## src/pkg/srsr_params.svh

```systemverilog
// Purpose: Offsets, field positions and reset values of the result and status registers
// Assumes: 8-bit register addresses and 8-bit data
// Notes: Definitions only
`ifndef SRSR_PARAMS_SVH
`define SRSR_PARAMS_SVH
`define SRSR_ADDR_PROX2_LO 8'h28
`define SRSR_ADDR_PROX2_HI 8'h29
`define SRSR_ADDR_PROX3_LO 8'h2A
`define SRSR_ADDR_PROX3_HI 8'h2B
`define SRSR_ADDR_AUX_LO 8'h2C
`define SRSR_ADDR_AUX_HI 8'h2D
`define SRSR_ADDR_MAILBOX 8'h2E
`define SRSR_ADDR_PSTAT 8'h30
`define SRSR_RESULT_RESET 8'h00
`define SRSR_PSTAT_RESET 8'h00
`define SRSR_BIT_AWAKE 2
`define SRSR_BIT_WAIT 1
`define SRSR_BIT_LOWEST 0
`define SRSR_IRQ_BITS 6
`endif

```

## src/pkg/srsr_pkg.sv

```systemverilog
// Purpose: Types for the result and status register slice
// Assumes: Constants come from srsr_params.svh
// Notes: Nothing is imported by users
package srsr_pkg;
   typedef enum logic [2:0] {
      SRSR_LOWEST = 3'h1,
      SRSR_WAIT = 3'h2,
      SRSR_AWAKE = 3'h4
   } srsr_pstate_type;
   typedef struct packed {
      logic we;
      logic [7:0] addr;
      logic [7:0] wdata;
   } srsr_req_type;
   typedef struct packed {
      logic valid;
      logic [15:0] prox2;
      logic [15:0] prox3;
      logic [15:0] aux;
   } srsr_result_type;
endpackage

```

## src/srsr_regs.sv

```systemverilog
// Purpose: Result words, parameter mailbox, power-state status and interrupt pin
// Assumes: Register requests arrive from the serial slave synchronous to clock_i
// Notes: Read data is registered, one cycle after the request
`include "srsr_params.svh"
`timescale 1ns/100ps
`default_nettype none
module srsr_regs #(
   parameter int IRQ_BITS = `SRSR_IRQ_BITS
) (
   input wire logic clock_i,
   input wire logic resetn_i,
   input wire logic req_valid_i,
   input wire srsr_pkg::srsr_req_type req_i,
   output logic [7:0] rdata_o,
   output logic rvalid_o,
   input wire srsr_pkg::srsr_result_type result_i,
   input wire logic mbox_load_i,
   input wire logic [7:0] mbox_data_i,
   input wire srsr_pkg::srsr_pstate_type pstate_i,
   input wire logic [IRQ_BITS-1:0] irq_status_i,
   input wire logic [IRQ_BITS-1:0] irq_enable_i,
   output logic int_o
);
   // ****************************************
   // Address decode
   // ****************************************
   function automatic logic hit(input logic [7:0] a, input logic [7:0] b);
      return a == b;
   endfunction

   logic [7:0] p2l_ff, p2h_ff, p3l_ff, p3h_ff, axl_ff, axh_ff, mbox_ff, pstat_ff;
   logic [7:0] nxt_p2l, nxt_p2h, nxt_p3l, nxt_p3h, nxt_axl, nxt_axh, nxt_mbox, nxt_pstat;
   logic [7:0] rdata_ff, nxt_rdata;
   logic rvalid_ff, nxt_rvalid, int_ff, nxt_int;
   logic wr;

   // ****************************************
   // Next-state logic
   // ****************************************
   always_comb begin
      wr = req_valid_i && req_i.we;
      nxt_p2l = p2l_ff;
      nxt_p2h = p2h_ff;
      nxt_p3l = p3l_ff;
      nxt_p3h = p3h_ff;
      nxt_axl = axl_ff;
      nxt_axh = axh_ff;
      nxt_mbox = mbox_ff;
      // Host writes are allowed; a new measurement overwrites them, so results must be read in time
      if (wr && hit(req_i.addr, `SRSR_ADDR_PROX2_LO)) nxt_p2l = req_i.wdata;
      if (wr && hit(req_i.addr, `SRSR_ADDR_PROX2_HI)) nxt_p2h = req_i.wdata;
      if (wr && hit(req_i.addr, `SRSR_ADDR_PROX3_LO)) nxt_p3l = req_i.wdata;
      if (wr && hit(req_i.addr, `SRSR_ADDR_PROX3_HI)) nxt_p3h = req_i.wdata;
      if (wr && hit(req_i.addr, `SRSR_ADDR_AUX_LO)) nxt_axl = req_i.wdata;
      if (wr && hit(req_i.addr, `SRSR_ADDR_AUX_HI)) nxt_axh = req_i.wdata;
      if (wr && hit(req_i.addr, `SRSR_ADDR_MAILBOX)) nxt_mbox = req_i.wdata;
      // Engine wins over a host write in the same cycle
      if (result_i.valid) begin
         nxt_p2l = result_i.prox2[7:0];
         nxt_p2h = result_i.prox2[15:8];
         nxt_p3l = result_i.prox3[7:0];
         nxt_p3h = result_i.prox3[15:8];
         nxt_axl = result_i.aux[7:0];
         nxt_axh = result_i.aux[15:8];
      end
      if (mbox_load_i) nxt_mbox = mbox_data_i;
      nxt_pstat = 8'h00;
      unique case (pstate_i)
         srsr_pkg::SRSR_AWAKE: nxt_pstat[`SRSR_BIT_AWAKE] = 1'b1;
         srsr_pkg::SRSR_WAIT: nxt_pstat[`SRSR_BIT_WAIT] = 1'b1;
         srsr_pkg::SRSR_LOWEST: nxt_pstat[`SRSR_BIT_LOWEST] = 1'b1;
         // Illegal code reports no state rather than several
         default: nxt_pstat = 8'h00;
      endcase
      nxt_rvalid = req_valid_i && !req_i.we;
      nxt_rdata = 8'h00;
      if (req_valid_i && !req_i.we) begin
         unique case (req_i.addr)
            `SRSR_ADDR_PROX2_LO: nxt_rdata = p2l_ff;
            `SRSR_ADDR_PROX2_HI: nxt_rdata = p2h_ff;
            `SRSR_ADDR_PROX3_LO: nxt_rdata = p3l_ff;
            `SRSR_ADDR_PROX3_HI: nxt_rdata = p3h_ff;
            `SRSR_ADDR_AUX_LO: nxt_rdata = axl_ff;
            `SRSR_ADDR_AUX_HI: nxt_rdata = axh_ff;
            `SRSR_ADDR_MAILBOX: nxt_rdata = mbox_ff;
            `SRSR_ADDR_PSTAT: nxt_rdata = pstat_ff;
            default: nxt_rdata = 8'h00;
         endcase
      end
      nxt_int = |(irq_status_i & irq_enable_i);
   end

   // ****************************************
   // Registers
   // ****************************************
   always_ff @(posedge clock_i or negedge resetn_i) begin
      if (!resetn_i) begin
         p2l_ff <= `SRSR_RESULT_RESET;
         p2h_ff <= `SRSR_RESULT_RESET;
         p3l_ff <= `SRSR_RESULT_RESET;
         p3h_ff <= `SRSR_RESULT_RESET;
         axl_ff <= `SRSR_RESULT_RESET;
         axh_ff <= `SRSR_RESULT_RESET;
         mbox_ff <= `SRSR_RESULT_RESET;
         pstat_ff <= `SRSR_PSTAT_RESET;
         rdata_ff <= 8'h00;
         rvalid_ff <= 1'b0;
         int_ff <= 1'b0;
      end else begin
         p2l_ff <= nxt_p2l;
         p2h_ff <= nxt_p2h;
         p3l_ff <= nxt_p3l;
         p3h_ff <= nxt_p3h;
         axl_ff <= nxt_axl;
         axh_ff <= nxt_axh;
         mbox_ff <= nxt_mbox;
         pstat_ff <= nxt_pstat;
         rdata_ff <= nxt_rdata;
         rvalid_ff <= nxt_rvalid;
         int_ff <= nxt_int;
      end
   end

   assign rdata_o = rdata_ff;
   assign rvalid_o = rvalid_ff;
   assign int_o = int_ff;
endmodule
`default_nettype wire

```

## config.mk

```make
export PLATFORM = sky130hd
export DESIGN_NAME = srsr_regs
export DESIGN_NICKNAME = d
export VERILOG_FILES = /design/src/pkg/srsr_pkg.sv /design/src/srsr_regs.sv
export VERILOG_INCLUDE_DIRS = /design/src /design/src/pkg
export SDC_FILE = /design/constraint.sdc
export NUM_CORES = 1
export LEC_CHECK = 0
export ABC_CLOCK_PERIOD_IN_PS = 1800
export BUFFER_PORTS_ARGS = -buffer_cell sky130_fd_sc_hd__buf_2
export CAP_MARGIN = 20
export CORE_MARGIN = 5
export CORE_UTILIZATION = 53
export DETAILED_ROUTE_END_ITERATION = 16
export GPL_ROUTABILITY_DRIVEN = 0
export PLACE_DENSITY = 0.8
export SETUP_SLACK_MARGIN = 0.1
export SKIP_CTS_REPAIR_TIMING = 1
export SLEW_MARGIN = 30
export SYNTH_ARGS = -nofsm -noshare
export SYNTH_HDL_FRONTEND = slang
export SYNTH_SLANG_ARGS = --single-unit
```

## constraint.sdc

```tcl
create_clock -name clock_i -period 1.8 [get_ports clock_i]
set_clock_uncertainty 0.1 [all_clocks]
set_input_delay 0.27 -clock clock_i [delete_from_list [all_inputs] [get_ports clock_i]]
set_output_delay 0.27 -clock clock_i [all_outputs]
set_load 0.005 [all_outputs]
```

==> metrics.yaml <==
timing:
  drv_slew: 0
  timing.fmax_mhz: 581.1
  worstMarginPinSlew_ns: 0.5249
  finalCritPeriodShare_pct: 95.61
  setup_viol: 0
  relSlewSlack_pct: 65.01
  hold_ws_ns: 0.01674
  rsz0062_at_grt: "yes"
  period_minus_slack_ns: 1.721
  hold_viol: 0
die:
  start_util_pct: 54.88
  die_area_sq_mm: 0.008900
  die_h_microns: 94.34
  coreArea_sq_mm: 0.006869
  ioPinCount: 103
  dieWidth_microns: 94.34
  placementRows: 30
global_routing:
  antenna_found_initial: 0
  grt_pass1_vias: 3487
  grt_overflow: 0
  grt_first_pass_wirelength_microns: 17740
  grt_usage_pct: 26.21
  grt_max_degree: 70
worst_setup_path:
  critPathMaxFanout: 8
  critical_path_required_ns: 1.94
  startpoint: "req_i[8]"
  crit_arrival_ns: 1.86
  path_class: "in2reg"
  r2r_end: "rdata_o[7]"
  worstSetupEndpoint: "mbox_ff[4]"
  r2r_start: "p2h_ff[7]"
  r2r_cells: 4
  crit_path_start_kind: "input port"
  endpoint_kind: "flip-flop"
  rrSetupSlack_ns: 0.14
detailed_routing:
  firstDrtPassIters: 5
  drt-vias-per-instance: 6.250
  wl_microns: 11260
  final_antenna_net_count: 0
  drc: 0
  drt_iter0_drc: 302
  vias: 3456
  wl_per_cell_microns: 20.37
cells_and_area:
  ff_latch_area_sq_mm: 0.001727
  final_nets: 545
  diodes: 0
  post-route-cell-area_sq_mm: 0.005091
  synthToLayoutAreaGrowth_pct: 35.05
  multi_input_area_sq_mm: 0.001947
  num-fill-cells: 500
  drive_gt1_share_pct: 46.83
status:
  outcome: "completed"
logic_synthesis:
  synth_ff_type: "dfrtp_1"
  synthCells: 311
  postSynthAreaPerCell_sq_um: 12.12
  yosysWarnings: 0
  synth-seq-cells: 69
  synth_edf_count: 0
  syn_nets: 404
  synth-seq-area-share_pct: 45.80
  synth-async-reset-ratio_pct: 100.0
  ys_types: 38
  syn-cell-area_sq_mm: 0.003770
hold_path:
  hp-class: "in2reg"
  min_path_cells: 2
place:
  dpl_cell_area_sq_mm: 0.004817
  portBuffers: 102
  hpwl_microns: 8285
pwr:
  peakVddDrop_v: 0.0005487
  totalPowerFinal_mw: 3.650
  p_per_area_mw_per_mm2: 716.8
  p_leak_nw: 2.304
clocking:
  root_buffer: "clkbuf_8"
  cts_buffer_depth: 2
  cts_tree: "built"
  path_clk_slew_ns: 0.08
  insertion_delay_ns: 0.35
  cts_max_level: 3
  cts_buffers: 9
  cts_sinks: 69
job:
  max_cap_violations: 0
-- cell families (layout without fill, tap and decap cells) --
logic type	Yosys count	in the layout	share of synthesized area (%)
muxes	30	30	8.928
buffers and inverters	29	175	4.514
AOI/OAI and AO/OA	86	86	20.28
DFF	69	69	45.80
and+or+nand+nor	97	97	20.48
-- critical path, stage by stage --
cell,delay [ns]
buf_8,0.10
or4b_4,0.56
nor3_4,0.18
buf_12,0.16
mux2_1,0.32
mux2_2,0.26
-- final cells by class --
cell class,instances,area share [%]
Multi-Input combinational cell,213,38.24
Sequential cell,69,33.92
Timing Repair Buffer,157,21.43
Clock buffer,9,2.433
Tap cell,96,2.359
Clock inverter,7,1.475
Inverter,2,0.1475
-- metrics by stage --
step           TNS [ns]  std cells  util, %  setup slack, ns
2_1_floorplan    -1.781        311        -          -0.1811
3_3_place_gp     -10.14        532    70.13          -0.2622
3_5_place_dp     -11.40        532    70.13          -0.2937
4_1_cts               0        548    73.02          0.06617
5_1_grt               0        553    74.12          0.04227
6_report              0        553    74.12          0.07902
-- cells in the mapped netlist (all sizes together), types with 3 or more instances --
master / n / area share [%]
o22ai: 7 / 1.2
nor2: 3 / 0.30
clkbuf: 11 / 1.1
nand2: 5 / 0.50
nor2b: 10 / 1.7
nand3: 3 / 0.40
nor3: 7 / 2.7
dfrtp: 69 / 46
a21oi: 3 / 0.40
and2: 4 / 0.66
a22oi: 12 / 2.4
buf: 16 / 3.2
a222oi: 6 / 1.6
nor3b: 53 / 11
mux2: 29 / 8.7
a221o: 48 / 13
o21a: 3 / 0.60
-- per-layer routing --
layer	track usage [%]	part of all wire [%]	up-vias
met3	5.976	8.2	24
met4	8.424	2.2	0
met2	43.62	49	171
li1	-	-	1544
met5	0	0	-
met1	33.97	40	1717
-- registers in the layout, summed over array words and instances (netlist names), 8 cells and up --
name	cells
p3l_ff	8
p3h_ff	8
rdata_o	8
mbox_ff	8
p2l_ff	8
p2h_ff	8
axl_ff	8
axh_ff	8
-- worst min path at each step --
stage / startpoint / endpoint / slack [ns]
floorplan: resetn_i / axh_ff[0] / -0.13
global placement: resetn_i / int_o / 0.22
detailed placement: resetn_i / axl_ff[7] / 0.22
CTS: resetn_i / p2l_ff[5] / -0.16
global route: pstate_i[0] / pstat_ff[2] / 0.005
finish: pstate_i[0] / pstat_ff[1] / 0.02
-- where the power goes --
group	total, mW	leakage, nW	switching [mW]	internal (mW)
logic	0.649	1.35	0.293	0.356
registers	1.73	0.853	0.0627	1.67
clock network	1.27	0.104	0.623	0.646
-- layout by cell type (no fill, tap or decap), types with 2 or more instances in the layout --
master / n
o21a_1: 3
nor3_4: 6
mux2_4: 2
mux2_2: 20
nor2b_1: 10
a221o_1: 48
o22ai_1: 7
buf_6: 2
nand3_1: 3
a21oi_1: 3
inv_1: 2
nand2_1: 5
clkinv_2: 2
dfrtp_1: 69
mux2_1: 7
clkbuf_8: 9
or4b_4: 2
nor2_1: 3
and2_1: 4
o21ai_0: 2
dlygate4sd3_1: 4
nor3b_2: 11
a32oi_1: 2
a211oi_1: 2
buf_2: 100
a22oi_1: 12
a222oi_1: 6
buf_12: 11
clkinv_4: 3
buf_4: 39
nor3b_1: 42
Note: power is estimated with default switching activity, not from simulation.
